<file path="src/hw/ipv_pkg.sv">
package ipv_pkg;
    // Interrupt sources, listed in natural polling priority order.
    localparam int unsigned NUM_SOURCES = 10;
    localparam int unsigned SRC_W       = 4;
    localparam int unsigned PC_W        = 16;

    localparam logic [SRC_W-1:0] SRC_EXTERNAL_INTERRUPT_ZERO = 4'h0;
    localparam logic [SRC_W-1:0] SRC_TIMER0                  = 4'h1;
    localparam logic [SRC_W-1:0] SRC_EXTERNAL_INTERRUPT_ONE  = 4'h2;
    localparam logic [SRC_W-1:0] SRC_TIMER1                  = 4'h3;
    localparam logic [SRC_W-1:0] SRC_SERIAL_PORT_ONE         = 4'h4;
    localparam logic [SRC_W-1:0] SRC_TIMER2_EXTERNAL_FLAG    = 4'h5;
    localparam logic [SRC_W-1:0] SRC_USB                     = 4'h6;
    localparam logic [SRC_W-1:0] SRC_DISPLAY_DATA_CHANNEL    = 4'h7;
    localparam logic [SRC_W-1:0] SRC_I2C                     = 4'h8;
    localparam logic [SRC_W-1:0] SRC_SERIAL_PORT_TWO         = 4'h9;

    // Fixed service routine entry points, one per source index.
    localparam logic [PC_W-1:0] VECTOR_TABLE [NUM_SOURCES] = '{
        16'h0003, 16'h000b, 16'h0013, 16'h001b, 16'h0023,
        16'h002b, 16'h0033, 16'h003b, 16'h0043, 16'h004b
    };

    // One machine cycle is six states of two phases each; one phase per enabled clock.
    localparam int unsigned PHASE_W        = 4;
    localparam logic [PHASE_W-1:0] PHASES_PER_CYCLE = 4'hc;
    localparam logic [PHASE_W-1:0] PHASE_FIRST      = 4'h0;
    // State five, phase two is the ninth phase counted from zero.
    localparam logic [PHASE_W-1:0] PHASE_STATE_FIVE_PHASE_TWO = 4'h9;
    // State six, phase two closes the machine cycle.
    localparam logic [PHASE_W-1:0] PHASE_LAST       = 4'hb;
endpackage

</file>
<file path="src/hw/ipv_sampler.sv">
`timescale 1ns/1ps
module ipv_sampler #(
    parameter int unsigned N = ipv_pkg::NUM_SOURCES
) (
    input  wire logic                         i_clock,
    input  wire logic                         i_reset,
    input  wire logic                         i_clock_en,
    input  wire logic [N-1:0]                 i_flags,
    output logic      [ipv_pkg::PHASE_W-1:0]  o_phase,
    output logic      [N-1:0]                 o_polled
);
    import ipv_pkg::*;

    logic [PHASE_W-1:0] phase_r;
    logic [PHASE_W-1:0] phase_nxt;
    logic [N-1:0]       sample_r;
    logic [N-1:0]       sample_nxt;
    logic [N-1:0]       polled_r;
    logic [N-1:0]       polled_nxt;

    always_comb begin
        phase_nxt  = phase_r;
        sample_nxt = sample_r;
        polled_nxt = polled_r;
        if (i_clock_en) begin
            phase_nxt = (phase_r == PHASE_LAST) ? PHASE_FIRST : phase_r + 4'h1;
            if (phase_r == PHASE_STATE_FIVE_PHASE_TWO) begin
                sample_nxt = i_flags;
            end
            if (phase_r == PHASE_LAST) begin
                polled_nxt = sample_r;
            end
        end
    end

    always_ff @(posedge i_clock or posedge i_reset) begin
        if (i_reset) begin
            phase_r  <= PHASE_FIRST;
            sample_r <= '0;
            polled_r <= '0;
        end else begin
            phase_r  <= phase_nxt;
            sample_r <= sample_nxt;
            polled_r <= polled_nxt;
        end
    end

    assign o_phase  = phase_r;
    assign o_polled = polled_r;
endmodule // ipv_sampler

</file>
<file path="src/hw/ipv_pick.sv">
`timescale 1ns/1ps
module ipv_pick #(
    parameter int unsigned N = ipv_pkg::NUM_SOURCES
) (
    input  wire logic [N-1:0]               i_req,
    output logic                            o_found,
    output logic      [ipv_pkg::SRC_W-1:0]  o_index
);
    import ipv_pkg::*;

    logic [N:0]   taken;
    logic [N-1:0] first;

    assign taken[0] = 1'b0;

    // The lowest index wins, which is the fixed polling order.
    genvar g;
    generate
        for (g = 0; g < N; g++) begin : g_chain
            assign first[g]   = i_req[g] & ~taken[g];
            assign taken[g+1] = taken[g] | i_req[g];
        end
    endgenerate

    always_comb begin
        o_index = '0;
        for (int i = 0; i < N; i++) begin
            if (first[i]) begin
                o_index = o_index | SRC_W'(i);
            end
        end
    end

    assign o_found = taken[N];
endmodule // ipv_pick

</file>
<file path="src/hw/ipv_unit.sv">
// How it works
// - Sample all flags at state_five_phase_two.
// - Poll samples next cycle, then issue call.
// - Block while equal or higher level active.
// - Block unless final cycle of instruction.
// - Block during return or enable/priority access.
// - Poll every cycle, previous samples only.
// - Blocked requests are forgotten, never latched.
// - Call pushes counter only, loads vector.
// - All ten sources use fixed vectors.
// - Return-from-interrupt clears marking, pops counter.
// - Plain return leaves in-progress marking set.
`timescale 1ns/1ps
module ipv_unit #(
    parameter int unsigned N = ipv_pkg::NUM_SOURCES
) (
    input  wire logic                         i_clock,
    input  wire logic                         i_reset,
    input  wire logic                         i_clock_en,
    input  wire logic [N-1:0]                 i_flags,
    input  wire logic [N-1:0]                 i_source_enable,
    input  wire logic [N-1:0]                 i_source_high_priority,
    input  wire logic                         i_global_enable,
    input  wire logic                         i_last_cycle,
    input  wire logic                         i_instr_return_from_interrupt,
    input  wire logic                         i_instr_enable_priority_access,
    input  wire logic                         i_return_from_interrupt_done,
    input  wire logic                         i_plain_subroutine_return_done,
    output logic                              o_long_subroutine_call,
    output logic                              o_push_program_counter,
    output logic                              o_save_program_status_word,
    output logic      [ipv_pkg::PC_W-1:0]     o_vector,
    output logic      [ipv_pkg::SRC_W-1:0]    o_source,
    output logic                              o_pop_program_counter,
    output logic                              o_in_progress_low,
    output logic                              o_in_progress_high,
    output logic      [ipv_pkg::PHASE_W-1:0]  o_phase
);
    import ipv_pkg::*;

    logic [PHASE_W-1:0] phase;
    logic [N-1:0]       polled;
    logic [N-1:0]       req_high;
    logic [N-1:0]       req_low;
    logic               found_high;
    logic               found_low;
    logic [SRC_W-1:0]   index_high;
    logic [SRC_W-1:0]   index_low;
    logic               decide;
    logic               blocked_instr;

    logic               call_r;
    logic               call_nxt;
    logic [PC_W-1:0]    vector_r;
    logic [PC_W-1:0]    vector_nxt;
    logic [SRC_W-1:0]   source_r;
    logic [SRC_W-1:0]   source_nxt;
    logic               pop_r;
    logic               pop_nxt;
    logic               ip_low_r;
    logic               ip_low_nxt;
    logic               ip_high_r;
    logic               ip_high_nxt;
    logic [PHASE_W-1:0] phase_r;
    logic [PHASE_W-1:0] phase_nxt;
    logic               save_r;
    logic               save_nxt;

    ipv_sampler #(
        .N          (N)
    ) u_sampler (
        .i_clock    (i_clock),
        .i_reset    (i_reset),
        .i_clock_en (i_clock_en),
        .i_flags    (i_flags),
        .o_phase    (phase),
        .o_polled   (polled)
    );

    assign req_high = (ip_high_r) ? '0 : (polled & i_source_enable & i_source_high_priority);
    assign req_low  = (ip_high_r || ip_low_r) ? '0
                    : (polled & i_source_enable & ~i_source_high_priority);

    ipv_pick #(
        .N       (N)
    ) u_pick_high (
        .i_req   (req_high & {N{i_global_enable}}),
        .o_found (found_high),
        .o_index (index_high)
    );

    ipv_pick #(
        .N       (N)
    ) u_pick_low (
        .i_req   (req_low & {N{i_global_enable}}),
        .o_found (found_low),
        .o_index (index_low)
    );

    assign blocked_instr = i_instr_return_from_interrupt | i_instr_enable_priority_access;
    assign decide = i_clock_en && (phase == PHASE_LAST) && i_last_cycle && !blocked_instr;

    // The decision is taken once per machine cycle and nothing of a refused
    // request is kept, so a flag that drops while blocked is simply missed.
    always_comb begin
        call_nxt    = 1'b0;
        vector_nxt  = vector_r;
        source_nxt  = source_r;
        pop_nxt     = 1'b0;
        ip_low_nxt  = ip_low_r;
        ip_high_nxt = ip_high_r;
        phase_nxt   = phase_r;
        save_nxt    = 1'b0;
        if (!i_clock_en) begin
            call_nxt = call_r;
            pop_nxt  = pop_r;
        end else begin
            phase_nxt = phase;
            if (i_return_from_interrupt_done) begin
                pop_nxt = 1'b1;
                if (ip_high_r) begin
                    ip_high_nxt = 1'b0;
                end else begin
                    ip_low_nxt = 1'b0;
                end
            end
            if (i_plain_subroutine_return_done) begin
                pop_nxt = 1'b1;
            end
            if (decide && (found_high || found_low)) begin
                call_nxt = 1'b1;
                if (found_high) begin
                    source_nxt = index_high;
                    vector_nxt = VECTOR_TABLE[index_high];
                    ip_high_nxt = 1'b1;
                end else begin
                    source_nxt = index_low;
                    vector_nxt = VECTOR_TABLE[index_low];
                    ip_low_nxt = 1'b1;
                end
            end
        end
    end

    always_ff @(posedge i_clock or posedge i_reset) begin
        if (i_reset) begin
            call_r    <= 1'b0;
            vector_r  <= '0;
            source_r  <= '0;
            pop_r     <= 1'b0;
            ip_low_r  <= 1'b0;
            ip_high_r <= 1'b0;
            phase_r   <= PHASE_FIRST;
            save_r    <= 1'b0;
        end else begin
            call_r    <= call_nxt;
            vector_r  <= vector_nxt;
            source_r  <= source_nxt;
            pop_r     <= pop_nxt;
            ip_low_r  <= ip_low_nxt;
            ip_high_r <= ip_high_nxt;
            phase_r   <= phase_nxt;
            save_r    <= save_nxt;
        end
    end

    assign o_long_subroutine_call     = call_r;
    assign o_push_program_counter     = call_r;
    assign o_save_program_status_word = save_r;
    assign o_vector                   = vector_r;
    assign o_source                   = source_r;
    assign o_pop_program_counter      = pop_r;
    assign o_in_progress_low          = ip_low_r;
    assign o_in_progress_high         = ip_high_r;
    assign o_phase                    = phase_r;
endmodule // ipv_unit

</file>
<file path="config.mk">
export PLATFORM = sky130hd
export DESIGN_NAME = ipv_unit
export DESIGN_NICKNAME = d
export VERILOG_FILES = /design/src/hw/ipv_pkg.sv /design/src/hw/ipv_sampler.sv /design/src/hw/ipv_pick.sv /design/src/hw/ipv_unit.sv
export SDC_FILE = /design/constraint.sdc
export NUM_CORES = 1
export LEC_CHECK = 0
export ABC_AREA = 1
export BUFFER_PORTS_ARGS = -buffer_cell sky130_fd_sc_hd__buf_2
export CAP_MARGIN = 30
export CORE_MARGIN = 1
export CORE_UTILIZATION = 35
export DETAILED_ROUTE_END_ITERATION = 12
export SLEW_MARGIN = 20
export SYNTH_ARGS = -nofsm -noshare
export SYNTH_HDL_FRONTEND = slang
export SYNTH_HIERARCHICAL = 1
export SYNTH_SLANG_ARGS = --single-unit
</file>
<file path="constraint.sdc">
create_clock -name i_clock -period 1.9 [get_ports i_clock]
set_input_delay 0.38 -clock i_clock [delete_from_list [all_inputs] [get_ports i_clock]]
set_output_delay 0.38 -clock i_clock [all_outputs]
set_load 0.02 [all_outputs]
</file>
* Word-level counts from Yosys, hierarchy flattened
Memory sizes are Yosys's and may differ from the RTL's.
Index checks and enable logic that the tools add are counted.
** Cells by class
- Add/subtract/negate cells :: 1
- Multipliers :: 0
- Div/mod/pow operators :: 0
- Magnitude comparators :: 2
- Equality and inequality tests :: 2
- Shift operators :: 0
- Mux-type cells :: 37
- Bitwise operators :: 63
- Reduce and logical (&&, ||, !) cells :: 10
** Operators with widths (count)
- 2-to-1 mux 16 bit :: 5
- AND 10 bit :: 5
- 2-to-1 mux 3 bit :: 8
- 2-to-1 mux 4 bit :: 6
- 2-to-1 mux 10 bit :: 2
- OR 1 bit :: 19
- AND 1 bit :: 18
- NOT 1 bit :: 18
- 2-to-1 mux 1 bit :: 12
- >= comparator 5 bit (second input constant) :: 2
- NOT 10 bit :: 1
- NOT 4 -> 5 bit :: 2
- == test 4 bit (second input constant) :: 2
- 2-to-1 mux 2 bit :: 4
- AND reduction 2 bit :: 3
- adder 4 x 1 -> 4 bit (second input constant) :: 1
- logical AND 1 bit :: 4
- logical OR 1 bit :: 2
- zero test 1 bit :: 1
** Word-level totals
- Flip-flop bits (word level) :: 52
- Latch bits :: 0
- Bits in writable memories :: 0
- Memory bits (read-only) :: 512
- Logic and storage cells :: 127
- Memories :: 2
** Memory list
- (name not given) :: depth 16, bits a word 16, read ports 1, clocked after memory_dff 0, write ports 0, RTL line ipv_unit.sv:138 : vector_nxt = VECTOR_TABLE[index_low];
- (name not given) :: depth 16, bits a word 16, read ports 1, clocked after memory_dff 0, write ports 0, RTL line ipv_unit.sv:134 : vector_nxt = VECTOR_TABLE[index_high];

* Depth between registers and ports, before layout
- Depth in word-level cells :: 20
- Mapped depth :: 15
- Depth with buffers taken out :: 15

* Modules after synthesis
Netlist, hierarchy kept.
** Modules (own cells, without submodules)
- ipv_sampler :: times used 1, cells each 113, area an instance 1113.6 µm²
- ipv_unit :: times used 1, cells each 158, area an instance 1057.3 µm²
- ipv_pick :: times used 2, cells each 35, area an instance 162.7 µm²

* Least setup slack after synthesis
OpenSTA, ideal clock, no wires.
- Kind :: register to register
- Start point :: register ip_high_r (netlist: o_in_progress_high)
- End point :: register vector_r[4] (netlist: o_vector[4])
- Setup time :: 0.117 ns
- Arrival :: 1.982 ns
- Required time :: 1.783 ns
- Slack :: -0.199 ns
- Cell stages (with the launch flop) :: 13
- Period minus slack after synthesis :: 2.099 ns
- Path through :: dfrtp_1 > nor2_2 > nand2_2 > nor3_1 > nor2_4 > nand2_2 > nor2_2 > nand2_1 > or2_1 > buf_6 > nand3_4 > nand2_1 > nand2_1
** RTL lines
- start: declaration :: RTL line ipv_unit.sv:62 : logic ip_high_r;
- start signal: assignment :: RTL line ipv_unit.sv:161 : ip_high_r <= ip_high_nxt;
- logical OR 1 bit (*) :: RTL line ipv_unit.sv:81 : assign req_low = (ip_high_r || ip_low_r) ? '0
- 2-to-1 mux 10 bit (*) :: RTL line ipv_unit.sv:81
- AND 10 bit (*) :: RTL line ipv_unit.sv:95 : .i_req (req_low & {N{i_global_enable}}),
- OR 1 bit (8 in series) :: RTL line ipv_pick.sv:21 : assign taken[g+1] = taken[g] | i_req[g];
- OR 1 bit (*) :: RTL line ipv_pick.sv:21
- via found_low :: RTL line ipv_unit.sv:46 : logic found_low;
- logical OR 1 bit (*) :: RTL line ipv_unit.sv:130 : if (decide && (found_high || found_low)) begin
- logical AND 1 bit (*) :: RTL line ipv_unit.sv:130
- AND reduction 2 bit (no source line) (*)
- end signal: assignment :: RTL line ipv_unit.sv:157 : vector_r <= vector_nxt;
- end: declaration :: RTL line ipv_unit.sv:54 : logic [PC_W-1:0] vector_r;
The timed path passes the listed nets; every way through them passes the cells marked *. The select of a mux whose other input is x is not followed.
A chain may end at the register's enable or synchronous reset.

* Final worst setup path
- Start point :: register ip_high_r (netlist: o_in_progress_high)
- End point :: register source_r[0] (netlist: o_source[0])
** Between the ends
- Longest elaborated chain between the ends :: 15
** Ends and longest elaborated chain
- logical OR 1 bit (*) :: RTL line ipv_unit.sv:81
- 2-to-1 mux 10 bit (*) :: RTL line ipv_unit.sv:81
- AND 10 bit (*) :: RTL line ipv_unit.sv:95
- NOT 1 bit / OR 1 bit (equally long branches) :: RTL line ipv_pick.sv:20, ipv_pick.sv:21
- AND 1 bit / OR 1 bit (equally long branches) :: RTL line ipv_pick.sv:20, ipv_pick.sv:21
- 2-to-1 mux 1 bit, or another cell as far along :: RTL line ipv_pick.sv:28 : if (first[i]) begin
- 2-to-1 mux 2 bit, or another cell as far along (2 in series) :: RTL line ipv_pick.sv:28
- 2-to-1 mux 3 bit, or another cell as far along (3 in series) :: RTL line ipv_pick.sv:28
- 2-to-1 mux 3 bit / NOT 1 bit (equally long branches) :: RTL line ipv_pick.sv:28, ipv_pick.sv:20
- 2-to-1 mux 4 bit / AND 1 bit (equally long branches) :: RTL line ipv_pick.sv:28, ipv_pick.sv:20
- 2-to-1 mux 4 bit (*) :: RTL line ipv_pick.sv:28
- via index_low[0] :: RTL line ipv_unit.sv:48 : logic [SRC_W-1:0] index_low;
- 2-to-1 mux 4 bit (*) :: RTL line ipv_unit.sv:132 : if (found_high) begin
- end signal: assignment :: RTL line ipv_unit.sv:158 : source_r <= source_nxt;
- end: declaration :: RTL line ipv_unit.sv:56 : logic [SRC_W-1:0] source_r;
The timed path passes the listed nets; every way through them passes the cells marked *.

==> results.cfg <==
[layout]
final_area_sq_um = 3187
layout.nets = 462
fin_util = 0.4665
seqCellArea_sq_um = 977.2
drive_above_1_share = 0.3626
multi_input_area_sq_um = 1303
diodes = 0
stdcell_count = 518
num-fill-cells = 719
syn2layout_area_growth_pct = 27.67

[yosys]
muxShareOfSynthArea = 0.004511
synth_top_family_by_area = simple AND/OR/NAND/NOR gates
ys_warn_count = 6
avgSynthCellArea_sq_um = 7.320
synth_edf_count = 0
netlist_instances = 341
ys_seq_area_frac = 0.3910
synthFlopType = dfrtp_1
synth_cell_types = 24
synthAdderAreaFrac = 0.01003
netlist_area_sq_um = 2496
synth-seq-cells = 39
synth_compound_area_frac = 0.09223
synthArstFlopShare = 1.000
synth-xor-area-share = 0
synth_simple_gate_area_frac = 0.3449

[place]
io_buffers = 57
placed_area_sq_um = 2978
place_hpwl_mm = 4.237
finalWeightedCongestion = 0.9065
dpl.cell_count = 507
dp_worst_setup_slack_ns = -0.1859

[power]
peakVddDrop_v = 0.0004040
p_leak_nw = 1.721
p_int_mw = 1.750
combPwrFrac = 0.370
p_sw_mw = 1.051
power.total_mw = 2.801
clockPowerShare = 0.192
power_density_nw_per_um2 = 879.0
sw_frac_of_total = 0.3753
seq_power_share = 0.437

[sta]
hold_viol_final = 0
setup_viol = 0
skew_ns = 0.004254
rsz0062_at_grt = true
maxSlewHeadroom = 0.6112
postLayoutSetupSlackWorst_ns = 0.08521
max_clock_freq_mhz = 551.0
layout_min_cycle_time_ns = 1.815
worst_slew_pin_slew_ns = 0.5826
tns_ns = 0
holdWs_ns = 0.1356
drv_slew = 0
fin_crit_sh = 0.9552

[global_routing]
grt_remaining_overflow = 0
grt_util_met1 = 0.1783
grtUsageTotal = 0.1576
top_usage_layer = met2
grt_pass1_wl_mm = 9.232
grt_use_met3 = 0.03143
grt_max_degree = 25
antenna_found_initial = 0
globalRouteMet2Util = 0.2908
grt_pass1_vias = 2174

[critical_path]
worstPathRequired_ns = 2.13
slowest_stage = dfrtp_2
cp.arrival_ns = 2.04
path_common_cell = nand2_1
worstSetupPathType = register to register
path_delay_family = simple AND/OR/NAND/NOR gates
start_kind = register
crit_buf_inv = 2
end_kind = register
crit_chain = nor2_4 > nand2_8 > nor3_2 > inv_1 > buf_4 > nor2_1 > nand3_1 > nand2_1 > nor2_1 > nand2_1 > nand2_1 > nand2_1 > nand4_1 > nand2_1
critical_path.max_fanout = 9
cpPeakStageDelay_ns = 0.47

[clocking]
cts_tree = yes
clk_pin_slew_worst_paths_ns = 0.07
htree_levels = 2
worstSkewPairLatency_ns = 0.28
cts_root_buf = clkbuf_8
cts_sinks = 39
cts_hold_buf = 0
cts_buffers = 5
cts_buffer_depth = 2

[floorplanning]
io-pin-count = 69
fp-row-count = 30
dieHeight_um = 86.45
die_area_sq_um = 7474
die_w_um = 86.45
initial_core_util = 0.3654
core_area_sq_um = 6832

[detailed_routing]
finalWirelength_mm = 5.435
remaining_drc_errors = 0
num_vias = 2242
drt_iter0_drc = 74
ant_nets = 0
routedWlPerCell_um = 10.49
dr.pass1.iters = 5
viasPerCell = 4.328

[outcome]
status = finished clean

[worst_hold_path]
hold_path_class = primary input to asynchronous set/reset pin

[flow_run]
maxCapViolations = 0
[path summary, 6_finish.rpt]
path	startpoint	to	slack, ns	depth (start not counted)
worst max-delay path	o_in_progress_high	o_source[0]	0.09	14
worst min-delay path	i_reset	u_sampler/o_phase[1]	0.14	3
worst max register to register	o_in_progress_high	o_source[0]	0.09	14
worst min register to register	o_source[2]	o_source[2]	0.48	2
max in group asynchronous	i_reset	o_in_progress_high	1.33	2
min in group i_clock	i_flags[5]	u_sampler/sample_r[5]	0.33	3
[kinds of logic (layout without fill, tap and decap cells)]
family | Yosys count | after routing
AND/OR/NAND/NOR | 188 | 189
buffers and inverters | 79 | 149
flip-flops | 39 | 39
AO/OA/AOI/OAI | 31 | 31
adder cells (fa/ha/maj) | 2 | 2
other | 1 | 11
multiplexers | 1 | 1
[sequential cells by signal, summed over array words and instances (netlist names)]
name                    flops
u_sampler/o_polled         10
u_sampler/sample_r         10
o_phase                     4
o_vector                    4
u_sampler/o_phase           4
o_source                    3
o_in_progress_high          1
o_in_progress_low           1
o_long_subroutine_call      1
o_pop_program_counter       1
[metal layers]
| metal | vias to the layer above | wire length, um |
|---|---|---|
| met5 | - | 0 |
| met2 | 36 | 2838 |
| met3 | 4 | 146 |
| met4 | 0 | 89 |
| li1 | 1185 | - |
| met1 | 1017 | 2360 |
[final cells by class]
type	instances	area share
inverters	57	0.06714
clock inverters	1	0.001570
well taps	96	0.03769
clock buffers	7	0.02395
multi-input cells	234	0.4087
flip-flops and latches	39	0.3066
repair buffers	84	0.1543
[layout by cell type, fill, tap and decap left out, types with 2 or more instances in the layout]
master and count:
a21oi_1 3, buf_2 57, buf_4 26, clkbuf_1 2, clkbuf_8 5, conb_1 11, dfrtp_1 38, ha_1 2
inv_1 56, nand2_1 94, nand2_2 12, nand3_1 18, nand4_1 7, nor2_1 29, nor2_2 4, nor2_4 7
nor3_2 8, nor3_4 4, o21ai_0 5, o21ai_1 2, o21ai_2 21
[worst reg2reg max path: stages, from the launching register on]
cell     delay, ns
dfrtp_2       0.47
nor2_4        0.19
nand2_8       0.13
nor3_2        0.12
inv_1         0.07
buf_4         0.14
nor2_1        0.08
nand3_1       0.08
nand2_1       0.08
nor2_1        0.05
nand2_1       0.05
nand2_1       0.06
nand2_1       0.06
nand4_1       0.09
nand2_1       0.09
[synth_stat cells, types with 2 or more instances]
library cell  count  area [sq um]
nor2_1           31         116.4
nor3_1           13         65.06
nand2_1          95         356.6
o21ai_0           5         25.02
buf_4            16         120.1
o21ai_2          20         175.2
o21ai_1           3         15.01
nand2_2          12         75.07
nor2_4            4         45.04
nand3_1          18         90.09
ha_1              2         25.02
dfrtp_1          39         975.9
a21oi_1           3         15.01
buf_6             4         45.04
buf_2             2         10.01
nor2_2            4         25.02
inv_1            57         214.0
nand4_1           7         43.79
[power by group through the flow]
stage          registers (mW)  clock network, mW  logic, mW
2_1_floorplan            1.25                  0      0.729
3_3_place_gp             1.24                  0      0.948
3_5_place_dp             1.25                  0      0.972
4_1_cts                  1.23              0.564      0.990
5_1_grt                  1.27              0.597       1.18
6_report                 1.23              0.538       1.04
[what timing repair did]
item | in CTS | in global routing
setup endpoints to repair | 8 | 8
pin swaps | 1 | 2
buffers inserted | 0 | 2
gates cloned | 1 | 0
gates resized for setup | 11 | 12
(Power assumes the default switching activity.)
